## config.mk

```make
export PLATFORM = sky130hd
export DESIGN_NAME = power_stage_pwm_config_ctrl
export DESIGN_NICKNAME = d
export VERILOG_FILES = /design/src/design/power_stage_pwm_config_ctrl.v
export VERILOG_INCLUDE_DIRS = /design/src /design/src/design
export SDC_FILE = /design/constraint.sdc
export NUM_CORES = 2
export LEC_CHECK = 0
export BUFFER_PORTS_ARGS = -buffer_cell sky130_fd_sc_hd__buf_2
export CAP_MARGIN = 10
export CORE_MARGIN = 2
export CORE_UTILIZATION = 57
export CTS_CLUSTER_DIAMETER = 200
export DETAILED_ROUTE_END_ITERATION = 10
export HOLD_SLACK_MARGIN = 0.06
export PLACE_DENSITY = 0.77
export SYNTH_ARGS = -nofsm -noshare
export SYNTH_HDL_FRONTEND = slang
export SYNTH_SLANG_ARGS = --single-unit
```

## constraint.sdc

```tcl
create_clock -name clk_in -period 2.9 [get_ports clk_in]
set_input_delay 0.29 -clock clk_in [delete_from_list [all_inputs] [get_ports clk_in]]
set_output_delay 0.29 -clock clk_in [all_outputs]
set_load 0.03 [all_outputs]
```

## src/design/pwm_cfg_consts.vh

```
// Constants for the power stage unit configuration and run control.
// Assumes a 32-bit APB slave with word-aligned registers.
`ifndef PWM_CFG_CONSTS_VH
`define PWM_CFG_CONSTS_VH
// Word slots inside one unit's 32-byte window (paddr[4:2])
`define REG_CNF      3'h0
`define REG_CTL      3'h1
`define REG_SA       3'h2
`define REG_RA       3'h3
`define REG_SB       3'h4
`define REG_RB       3'h5
`define REG_SOC      3'h6
`define REG_STAT     3'h7
// Unit window index of the output matrix (byte address 0x60)
`define UNIT_MATRIX  3'h3
// Configuration register fields
`define CNF_FIFTY    7
`define CNF_ALOCK    6
`define CNF_LOCK     5
`define CNF_MODE     4:3
`define CNF_POL      2
`define CNF_CLKSEL   1
`define CNF_MATRIX   0
// Control register fields
`define CTL_PRESC    7:6
`define CTL_BFM      5
`define CTL_AOCB     4
`define CTL_AOCA     3
`define CTL_ARUN     2
`define CTL_CCYC     1
`define CTL_RUN      0
// Output configuration enables
`define SOC_OE_A     0
`define SOC_OE_B     2
// Ramp modes
`define MODE_ONE     2'h0
`define MODE_TWO     2'h1
`define MODE_FOUR    2'h2
`define MODE_CENTRE  2'h3
// Prescaler masks: no division, by 4, by 16, by 64
`define PRE_M1       6'h00
`define PRE_M4       6'h03
`define PRE_M16      6'h0F
`define PRE_M64      6'h3F
// Reset value of every register
`define REG_RESET    8'h00
`endif

```

## src/design/power_stage_pwm_config_ctrl.v

```verilog
// Configuration and run control for three 12-bit power stage units.
// Assumes an APB3 master on clk_in, fast and slow unit clocks and fault
// inputs arriving as asynchronous pins.
// Notes on behaviour
// - Fifty mode copies B compares into A
// - Autolock transfers only after compare RB written last
// - Autolock wins over plain lock
// - Lock holds all buffered writes until released
// - Mode field selects one, two, four, centre
// - Polarity bit: clear active low, set high
// - Clock select: set fast, clear slow
// - Matrix enable exists on third unit only
// - Matrix enabled ignores output polarity
// - Prescaler divides by 1, 4, 16, 64
// - Balance bit extends flank modulation to A
// - Async control lets raw fault force outputs
// - First unit autorun follows third unit
// - Complete-cycle finishes cycle before halting
// - Complete-cycle ignored while autorun set
// - Writing run one starts unit immediately
// - Run bit prevails over autorun
// - All registers reset to zero
// - Second unit autorun follows first unit
// - Third unit autorun follows second unit
//
// Our own choices: the placing of the registers and the APB register port.
`timescale 1ns/1ps
`include "pwm_cfg_consts.vh"
module power_stage_pwm_config_ctrl #(
  parameter ADDR_W = 12
) (
  input  wire              clk_in,
  input  wire              reset_in,
  input  wire              psel_in,
  input  wire              penable_in,
  input  wire              pwrite_in,
  input  wire [ADDR_W-1:0] paddr_in,
  input  wire [31:0]       pwdata_in,
  output reg  [31:0]       prdata_out,
  output reg               pready_out,
  output reg               pslverr_out,
  input  wire              fast_clock_in,
  input  wire              slow_clock_in,
  input  wire [2:0]        fault_a_in,
  input  wire [2:0]        fault_b_in,
  output wire [2:0]        wave_out_a_out,
  output wire [2:0]        wave_out_b_out,
  output reg  [2:0]        wave_oe_a_out,
  output reg  [2:0]        wave_oe_b_out,
  output reg  [2:0]        running_out
);

  // Pin synchronisers: {fault_b, fault_a, slow, fast}
  reg  [7:0]  sync1_q;
  reg  [7:0]  sync2_q;
  reg  [7:0]  sync3_q;
  reg  [7:0]  settled_q;
  wire [7:0]  agree;
  wire [1:0]  clk_rise;
  wire [2:0]  flt_a;
  wire [2:0]  flt_b;

  assign agree    = ~(sync2_q ^ sync3_q);
  assign clk_rise = agree[1:0] & sync3_q[1:0] & ~settled_q[1:0];
  assign flt_a    = settled_q[4:2];
  assign flt_b    = settled_q[7:5];

  // Three flops; a change counts once stages two and three agree
  always @(posedge clk_in) begin
    if (reset_in) begin
      sync1_q   <= 8'h00;
      sync2_q   <= 8'h00;
      sync3_q   <= 8'h00;
      settled_q <= 8'h00;
    end else begin
      sync1_q   <= {fault_b_in, fault_a_in, slow_clock_in, fast_clock_in};
      sync2_q   <= sync1_q;
      sync3_q   <= sync2_q;
      settled_q <= (settled_q & ~agree) | (sync3_q & agree);
    end
  end

  // APB decode; one wait state, so pready rises in the second access cycle
  wire [2:0]  uidx;
  wire [2:0]  ridx;
  wire        hi_zero;
  wire        map_ok;
  wire        wr;
  reg         pready_q;

  assign uidx    = paddr_in[7:5];
  assign ridx    = paddr_in[4:2];
  assign hi_zero = (paddr_in[ADDR_W-1:8] == {(ADDR_W-8){1'b0}}) &&
                   (paddr_in[1:0] == 2'h0);
  assign map_ok  = hi_zero && ((uidx < 3'h3) ||
                   (uidx == `UNIT_MATRIX && ridx == 3'h0));
  assign wr      = psel_in & penable_in & pready_q & pwrite_in & map_ok;

  // Output matrix lives once, beside the third unit
  reg  [7:0]  mat_s_q;
  reg  [7:0]  mat_w_q;
  wire        wr_mat;
  wire [2:0]  xfer_v;
  wire [2:0]  run_v;
  wire [2:0]  arun_v;
  wire [95:0] rd_v;
  wire [2:0]  wa_v;
  wire [2:0]  wb_v;
  wire [2:0]  inact_v;
  wire [2:0]  aoca_v;
  wire [2:0]  aocb_v;

  assign wr_mat = wr && uidx == `UNIT_MATRIX;

  // Matrix shadow and working copy; update strobe comes from unit two
  always @(posedge clk_in) begin
    if (reset_in) begin
      mat_s_q <= `REG_RESET;
      mat_w_q <= `REG_RESET;
    end else begin
      if (wr_mat)
        mat_s_q <= pwdata_in[7:0];
      if (xfer_v[2])
        mat_w_q <= mat_s_q;
    end
  end

  genvar i;
  generate
    for (i = 0; i < 3; i = i + 1) begin : unit
      reg  [7:0]  cnf_q;
      reg  [7:0]  ctl_q;
      reg  [7:0]  soc_s_q;
      reg  [7:0]  soc_w_q;
      reg  [11:0] sa_s_q;
      reg  [11:0] ra_s_q;
      reg  [11:0] sb_s_q;
      reg  [15:0] rb_s_q;
      reg  [11:0] sa_w_q;
      reg  [11:0] ra_w_q;
      reg  [11:0] sb_w_q;
      reg  [15:0] rb_w_q;
      reg         rb_last_q;
      reg         run_q;
      reg         dir_q;
      reg         ext_q;
      reg  [3:0]  acc_q;
      reg  [1:0]  ramp_q;
      reg  [11:0] cnt_q;
      reg  [5:0]  pre_q;
      reg         wa_q;
      reg         wb_q;
      reg  [31:0] rd;
      reg  [5:0]  pmask;
      wire        wsel;
      wire        mat_en;
      wire        centre;
      wire        src_tick;
      wire        tick;
      wire        ramp_last;
      wire        at_top;
      wire        cyc_end;
      wire        start_req;
      wire        upd;
      wire        a_ok;
      wire        b_ok;
      wire        a_act;
      wire        b_act;
      wire [12:0] ra_end;
      wire [12:0] rb_end;
      wire [4:0]  acc_sum;
      wire [1:0]  mode;
      wire        pol;

      assign wsel   = wr && uidx == i;
      assign mat_en = (i == 2) && cnf_q[`CNF_MATRIX];
      assign mode   = cnf_q[`CNF_MODE];
      assign pol    = cnf_q[`CNF_POL];
      assign centre = mode == `MODE_CENTRE;

      // Clock source and prescaler; slower rates are enables, not clocks
      assign src_tick = cnf_q[`CNF_CLKSEL] ? clk_rise[0]
                                           : clk_rise[1];
      always @* begin
        case (ctl_q[`CTL_PRESC])
          2'h0:    pmask = `PRE_M1;
          2'h1:    pmask = `PRE_M4;
          2'h2:    pmask = `PRE_M16;
          default: pmask = `PRE_M64;
        endcase
      end
      assign tick = run_q & src_tick & ((pre_q & pmask) == pmask);

      // Cycle framing per ramp mode
      assign at_top    = cnt_q == rb_w_q[11:0];
      assign ramp_last = (mode == `MODE_TWO)  ? (ramp_q == 2'h1) :
                         (mode == `MODE_FOUR) ? (ramp_q == 2'h3) :
                         1'b1;
      assign cyc_end   = tick & (centre ? (dir_q && cnt_q == 12'h000)
                                        : (at_top & ramp_last));

      // Chained start: partner before, and its own partner before
      assign start_req = run_v[i] | (arun_v[i] &
                         (run_v[(i+2)%3] | (arun_v[(i+2)%3] &
                          run_v[(i+1)%3])));

      // Autolock first, then lock, else update at cycle end or while stopped
      assign upd = ~run_q | cyc_end;
      assign xfer_v[i] = cnf_q[`CNF_ALOCK] ? (rb_last_q & upd)
                       : (~cnf_q[`CNF_LOCK] & upd);

      // Flank modulation stretches B, and A too when balanced
      assign acc_sum = {1'b0, acc_q} + {1'b0, rb_w_q[15:12]};
      assign rb_end  = {1'b0, rb_w_q[11:0]} + {12'h000, ext_q};
      assign ra_end  = {1'b0, ra_w_q} +
                       {12'h000, ext_q & ctl_q[`CTL_BFM]};
      assign a_ok  = (mode == `MODE_ONE) | centre | ~ramp_q[0];
      assign b_ok  = (mode == `MODE_ONE) | centre | ramp_q[0];
      assign a_act = a_ok && cnt_q >= sa_w_q &&
                     {1'b0, cnt_q} < ra_end;
      assign b_act = b_ok && cnt_q >= sb_w_q &&
                     {1'b0, cnt_q} <= rb_end;

      // Register writes; shadows feed working copies on transfer
      always @(posedge clk_in) begin
        if (reset_in) begin
          cnf_q     <= `REG_RESET;
          ctl_q     <= `REG_RESET;
          soc_s_q   <= `REG_RESET;
          soc_w_q   <= `REG_RESET;
          sa_s_q    <= 12'h000;
          ra_s_q    <= 12'h000;
          sb_s_q    <= 12'h000;
          rb_s_q    <= 16'h0000;
          sa_w_q    <= 12'h000;
          ra_w_q    <= 12'h000;
          sb_w_q    <= 12'h000;
          rb_w_q    <= 16'h0000;
          rb_last_q <= 1'b0;
        end else begin
          if (wsel) begin
            case (ridx)
              `REG_CNF: cnf_q <= pwdata_in[7:0] &
                                 {7'h7F, (i == 2)};
              `REG_CTL: ctl_q  <= pwdata_in[7:0];
              `REG_SA:  sa_s_q <= pwdata_in[11:0];
              `REG_RA:  ra_s_q <= pwdata_in[11:0];
              `REG_SB:  sb_s_q <= pwdata_in[11:0];
              `REG_RB: begin
                rb_s_q <= pwdata_in[15:0];
                if (cnf_q[`CNF_FIFTY]) begin
                  sa_s_q <= sb_s_q;
                  ra_s_q <= pwdata_in[11:0];
                end
              end
              `REG_SOC: soc_s_q <= pwdata_in[7:0];
              default: ;
            endcase
          end
          if (xfer_v[i]) begin
            sa_w_q  <= sa_s_q;
            ra_w_q  <= ra_s_q;
            sb_w_q  <= sb_s_q;
            rb_w_q  <= rb_s_q;
            soc_w_q <= soc_s_q;
          end
          // Write of RB wins over a same-cycle consume or clear
          if (wsel && ridx == `REG_RB)
            rb_last_q <= 1'b1;
          else if ((wsel && (ridx == `REG_SA || ridx == `REG_RA ||
                    ridx == `REG_SB || ridx == `REG_SOC)) ||
                   (wr_mat && i == 2) ||
                   (xfer_v[i] && cnf_q[`CNF_ALOCK]))
            rb_last_q <= 1'b0;
        end
      end

      // Run state, counter and output levels
      always @(posedge clk_in) begin
        if (reset_in) begin
          run_q  <= 1'b0;
          dir_q  <= 1'b0;
          ext_q  <= 1'b0;
          acc_q  <= 4'h0;
          ramp_q <= 2'h0;
          cnt_q  <= 12'h000;
          pre_q  <= 6'h00;
          wa_q   <= 1'b1;
          wb_q   <= 1'b1;
        end else begin
          if (start_req)
            run_q <= 1'b1;
          else if (run_q && (!ctl_q[`CTL_CCYC] || arun_v[i] || cyc_end))
            run_q <= 1'b0;
          if (!run_q) begin
            pre_q  <= 6'h00;
            cnt_q  <= 12'h000;
            ramp_q <= 2'h0;
            dir_q  <= 1'b0;
          end else begin
            if (src_tick)
              pre_q <= pre_q + 6'h01;
            if (tick) begin
              if (centre) begin
                if (!dir_q && at_top)
                  dir_q <= 1'b1;
                else if (dir_q && cnt_q == 12'h000)
                  dir_q <= 1'b0;
                else if (dir_q)
                  cnt_q <= cnt_q - 12'h001;
                else
                  cnt_q <= cnt_q + 12'h001;
              end else if (at_top) begin
                cnt_q  <= 12'h000;
                ramp_q <= ramp_last ? 2'h0 : ramp_q + 2'h1;
              end else begin
                cnt_q <= cnt_q + 12'h001;
              end
            end
          end
          if (cyc_end) begin
            acc_q <= acc_sum[3:0];
            ext_q <= acc_sum[4];
          end
          // Matrix picks levels per ramp and bypasses polarity
          if (!run_q || flt_a[i])
            wa_q <= inact_v[i];
          else if (mat_en)
            wa_q <= mat_w_q[{ramp_q, 1'b0}];
          else
            wa_q <= ~(a_act ^ pol);
          if (!run_q || flt_b[i])
            wb_q <= inact_v[i];
          else if (mat_en)
            wb_q <= mat_w_q[{ramp_q, 1'b1}];
          else
            wb_q <= ~(b_act ^ pol);
        end
      end

      assign run_v[i]   = ctl_q[`CTL_RUN];
      assign arun_v[i]  = ctl_q[`CTL_ARUN];
      assign aoca_v[i]  = ctl_q[`CTL_AOCA];
      assign aocb_v[i]  = ctl_q[`CTL_AOCB];
      assign inact_v[i] = mat_en ? 1'b0 : ~pol;
      assign wa_v[i]    = wa_q;
      assign wb_v[i]    = wb_q;

      // Readback, including live state in the status slot
      always @* begin
        rd = 32'h0000_0000;
        case (ridx)
          `REG_CNF:  rd[7:0]  = cnf_q;
          `REG_CTL:  rd[7:0]  = ctl_q;
          `REG_SA:   rd[11:0] = sa_s_q;
          `REG_RA:   rd[11:0] = ra_s_q;
          `REG_SB:   rd[11:0] = sb_s_q;
          `REG_RB:   rd[15:0] = rb_s_q;
          `REG_SOC:  rd[7:0]  = soc_s_q;
          default:   rd = {4'h0, cnt_q, 11'h000, ramp_q,
                           dir_q, rb_last_q, run_q};
        endcase
      end
      assign rd_v[i*32 +: 32] = rd;
    end
  endgenerate

  // Raw fault bypasses the flop when async control is set; this path
  // has no clock on purpose, so glitches on the pin reach the output
  assign wave_out_a_out = (aoca_v & fault_a_in & inact_v) |
                          (~(aoca_v & fault_a_in) & wa_v);
  assign wave_out_b_out = (aocb_v & fault_b_in & inact_v) |
                          (~(aocb_v & fault_b_in) & wb_v);

  // APB answer and registered unit status outputs
  always @(posedge clk_in) begin
    if (reset_in) begin
      pready_q      <= 1'b0;
      pready_out    <= 1'b0;
      pslverr_out   <= 1'b0;
      prdata_out    <= 32'h0000_0000;
      wave_oe_a_out <= 3'h0;
      wave_oe_b_out <= 3'h0;
      running_out   <= 3'h0;
    end else begin
      pready_q    <= psel_in & penable_in & ~pready_q;
      pready_out  <= psel_in & penable_in & ~pready_q;
      pslverr_out <= psel_in & penable_in & ~pready_q & ~map_ok;
      if (psel_in && penable_in && !pready_q && !pwrite_in && map_ok) begin
        if (uidx == `UNIT_MATRIX)
          prdata_out <= {24'h000000, mat_s_q};
        else
          prdata_out <= rd_v[uidx[1:0]*32 +: 32];
      end else begin
        prdata_out <= 32'h0000_0000;
      end
      wave_oe_a_out <= {unit[2].soc_w_q[`SOC_OE_A],
                        unit[1].soc_w_q[`SOC_OE_A],
                        unit[0].soc_w_q[`SOC_OE_A]};
      wave_oe_b_out <= {unit[2].soc_w_q[`SOC_OE_B],
                        unit[1].soc_w_q[`SOC_OE_B],
                        unit[0].soc_w_q[`SOC_OE_B]};
      running_out   <= {unit[2].run_q, unit[1].run_q, unit[0].run_q};
    end
  end

endmodule // power_stage_pwm_config_ctrl

```

==> flow_summary_export.csv <==
group,metric,value,unit
outcome,outcome,"finished, final reports clean",
cts,cts.sinks,565,
cts,cts.clk_slew.worst_paths,0.06,ns
worst_setup_path,crit_buf_inv,1,
power,power.density,473,nW/um^2
yosys,ys_seq_elements,565,
cts,cts_tree,"yes",
floorplanning,dieArea,55000,um^2
place,dp_hpwl,71.0,mm
route,firstDrtPassIters,8,
final_layout,fin_nets,3974,
worst_setup_path,crit_path_top_delay_cell,"a22oi_1",
route,wl_per_cell,22.5,um
yosys,async_reset_ff_share,0,%
cts,clk_latency,0.64,ns
final_layout,fillCellCount,4345,
cts,htree_num_levels,2,
yosys,synth_fa_ha_area_share,8.29,%
hold_path,min_path_type,"in2reg",
place,place_area,32300,um^2
place,dp_cells,4323,
power,power,16.4,mW
yosys,synth_compound_area_share,15.2,%
worst_setup_path,critPathArrivalTime,3.25,ns
yosys,synth-simple-area-share,19.7,%
cts,cts_root_buf,"clkbuf_16",
final_layout,largestRegisters,"unit.rb_s_q (48), unit.rb_w_q (48)",
worst_setup_path,required,3.37,ns
place,gp_congestion,0.986,
yosys,synth-edff-count,0,
worst_setup_path,crit_path_max_fanout,54,
final_layout,fin_area,34600,um^2
global_routing,antenna_found_initial,6,
route,ant_nets,0,
timing,timing.final.crit_share,95.8,%
cts,cts_made_buffers,58,
yosys,ys_seq_area_share,37.3,%
global_routing,grt_usage,35.4,%
worst_setup_path,worstSetupPathType,"reg2reg",
timing,final-hold-violation-count,0,
power,power.leakage,14.2,nW
flow_run,maxCapViolCount,0,
route,dr.first_iter.drc_count,3428,
floorplanning,die_y,235,um
floorplanning,fp.dieW,235,um
route,drc,0,
yosys,synth_ff_type,"dfxtp_1",
worst_setup_path,endpoint_kind,"register",
floorplanning,start_util,57.7,%
final_layout,layoutNonFillerInstCount,4452,
timing,clock_skew,0.0269,ns
global_routing,grt_pass1_wl,150,mm
final_layout,syn_to_final_growth,14.2,%
global_routing,grt_max_degree,218,
power,irDropWorstVdd,456,uV
floorplanning,core-area,52600,um^2
yosys,syn_area,30300,um^2
yosys,ys_warn_count,0,
timing,slew_viol_final,0,
yosys,synth_xor_area_share,4.31,%
floorplanning,rows,84,
place,portBuffers,85,
route,num_vias,28189,
timing,setup_viol,0,
yosys,syn_inst,3611,
worst_setup_path,start_kind,"register",
timing,tns,0,ns
route,wl,100,mm
final_layout,utilization,65.9,%
final_layout,drive_gt1_share,12.4,%
yosys,syn_area_per_cell,8.39,um^2
timing,fmaxAchievable,0.360,GHz
timing,tightest_slew,1.10,ns
global_routing,overflow,0,
route,avgViaCountPerCell,6.33,
yosys,synth_top_family_by_area,"simple AND/OR/NAND/NOR gates",
global_routing,grt_pass1_vias,25754,
timing,fin_crit,2.78,ns
worst_setup_path,crit_chain,"ha_1, or3b_2, a22oi_1, nand2_1, a21o_1, buf_4, o21ai_0, a21oi_1",
worst_setup_path,max_stage_delay,0.47,ns
floorplanning,pin_count,106,
worst_setup_path,cpLargestDelayFamily,"compound AO/OA/AOI/OAI gates",
cts,clk_path_buf_depth,3,
timing,slew_headroom,26.6,%
yosys,yosysUniqueCellTypes,87,
yosys,yosys-mux-area-fraction,9.65,%
==> final timing paths <==
kind	end	depth (start not counted)	slack [ns]	startpoint
hold / removal	pslverr_out	4	0.09	paddr_in[9]
setup / recovery	unit[1].sb_w_q[9]	8	0.12	sync3_q[1]
setup reg to reg	unit[1].sb_w_q[9]	8	0.12	sync3_q[1]
hold reg to reg	sync2_q[5]	1	0.44	sync1_q[5]
==> synth_stat cells, drive strengths merged (13+ instances only) <==
cell / count / area [um^2]
mux2: 19 / 214
and2: 16 / 100
ha: 196 / 2450
o22ai: 26 / 163
a221oi: 19 / 166
nand4: 43 / 275
and4: 13 / 114
nor4: 26 / 181
a211oi: 65 / 503
nand2b: 14 / 87.6
dfxtp: 565 / 11300
nor2: 312 / 1170
nand2: 384 / 1440
nor3: 52 / 295
or3: 19 / 119
clkbuf: 194 / 728
a31oi: 19 / 119
xor2: 62 / 543
nor2b: 63 / 394
mux2i: 248 / 2490
a21o: 27 / 203
inv: 128 / 480
o221ai: 14 / 123
o21ai: 130 / 651
a21oi: 338 / 1700
a22oi: 17 / 128
buf: 72 / 443
nand3: 257 / 1290
xnor2: 87 / 762
and3: 36 / 225
==> cell families (layout without fill, tap and decap cells) <==
| kind of cell | count (synthesis) | in the layout |
|---|---|---|
| DFF | 565 | 565 |
| and+or+nand+nor | 1271 | 1271 |
| muxes | 277 | 277 |
| xor gates and xnor gates | 149 | 149 |
| other | 1 | 5 |
| buffers and inverters | 395 | 544 |
| AOI/OAI and AO/OA | 754 | 754 |
| adders and majority gates | 199 | 199 |
==> layer usage <==
| metal | vias up | part of all wire, % | track usage (%) |
|---|---|---|---|
| li1 | 12988 | - | - |
| met1 | 13181 | 40 | 46.8 |
| met2 | 1648 | 43 | 53.1 |
| met3 | 366 | 12 | 8.15 |
| met4 | 6 | 6.2 | 20.5 |
| met5 | - | 0.090 | 0 |
==> report_power, final <==
| part | internal, mW | leakage, nW | switching, mW |
|---|---|---|---|
| Clock | 4.62 | 0.966 | 3.27 |
| Sequential | 7.77 | 4.55 | 0.00594 |
| Combinational | 0.184 | 8.63 | 0.516 |
==> placed cells by master (no fill, tap or decap), types with 124 or more instances in the layout <==
cell and count:
mux2i_1 247, buf_4 182, a21oi_1 334, nand3_1 255, nand2_1 384, ha_1 193
inv_1 127, nor2_1 310, dfxtp_1 563, o21ai_0 124
==> what timing repair did <==
| action | 4_1_cts | 5_1_grt |
|---|---|---|
| setup buffers | 0 | 1 |
| endpoints found under the setup margin | 1 | 11 |
| hold endpoints to repair | 55 | 0 |
| gates resized for setup | 0 | 27 |
| pin swaps | 1 | 5 |
| hold buffers | 22 | 0 |
==> tightest hold or removal path, cell delays in order <==
cell    delay (ns)
buf_2         0.07
or2_2         0.10
or3_1         0.11
o21a_1        0.12
==> per-stage QoR <==
stage                     setup WS (ns)  hold WS, ns
final                             0.122       0.0880
after global routing            -0.0236        0.111
after global placement         -0.00670        0.417
after floorplan                   0.109        0.414
after CTS                        0.0166       0.0690
after detailed placement         0.0212        0.428
==> final cells by class <==
cell class / count / area, um^2 / share of cell area [%]
Tap cell: 688 / 861 / 2.49
Clock inverter: 23 / 343 / 0.991
Timing Repair Buffer: 310 / 2460 / 7.10
Inverter: 129 / 485 / 1.40
Antenna cell: 1 / 2.50 / 0.00723
Sequential cell: 565 / 11300 / 32.7
Multi-Input combinational cell: 2654 / 17500 / 50.6
Clock buffer: 82 / 1630 / 4.71
Note: power is estimated with default switching activity, not from simulation.
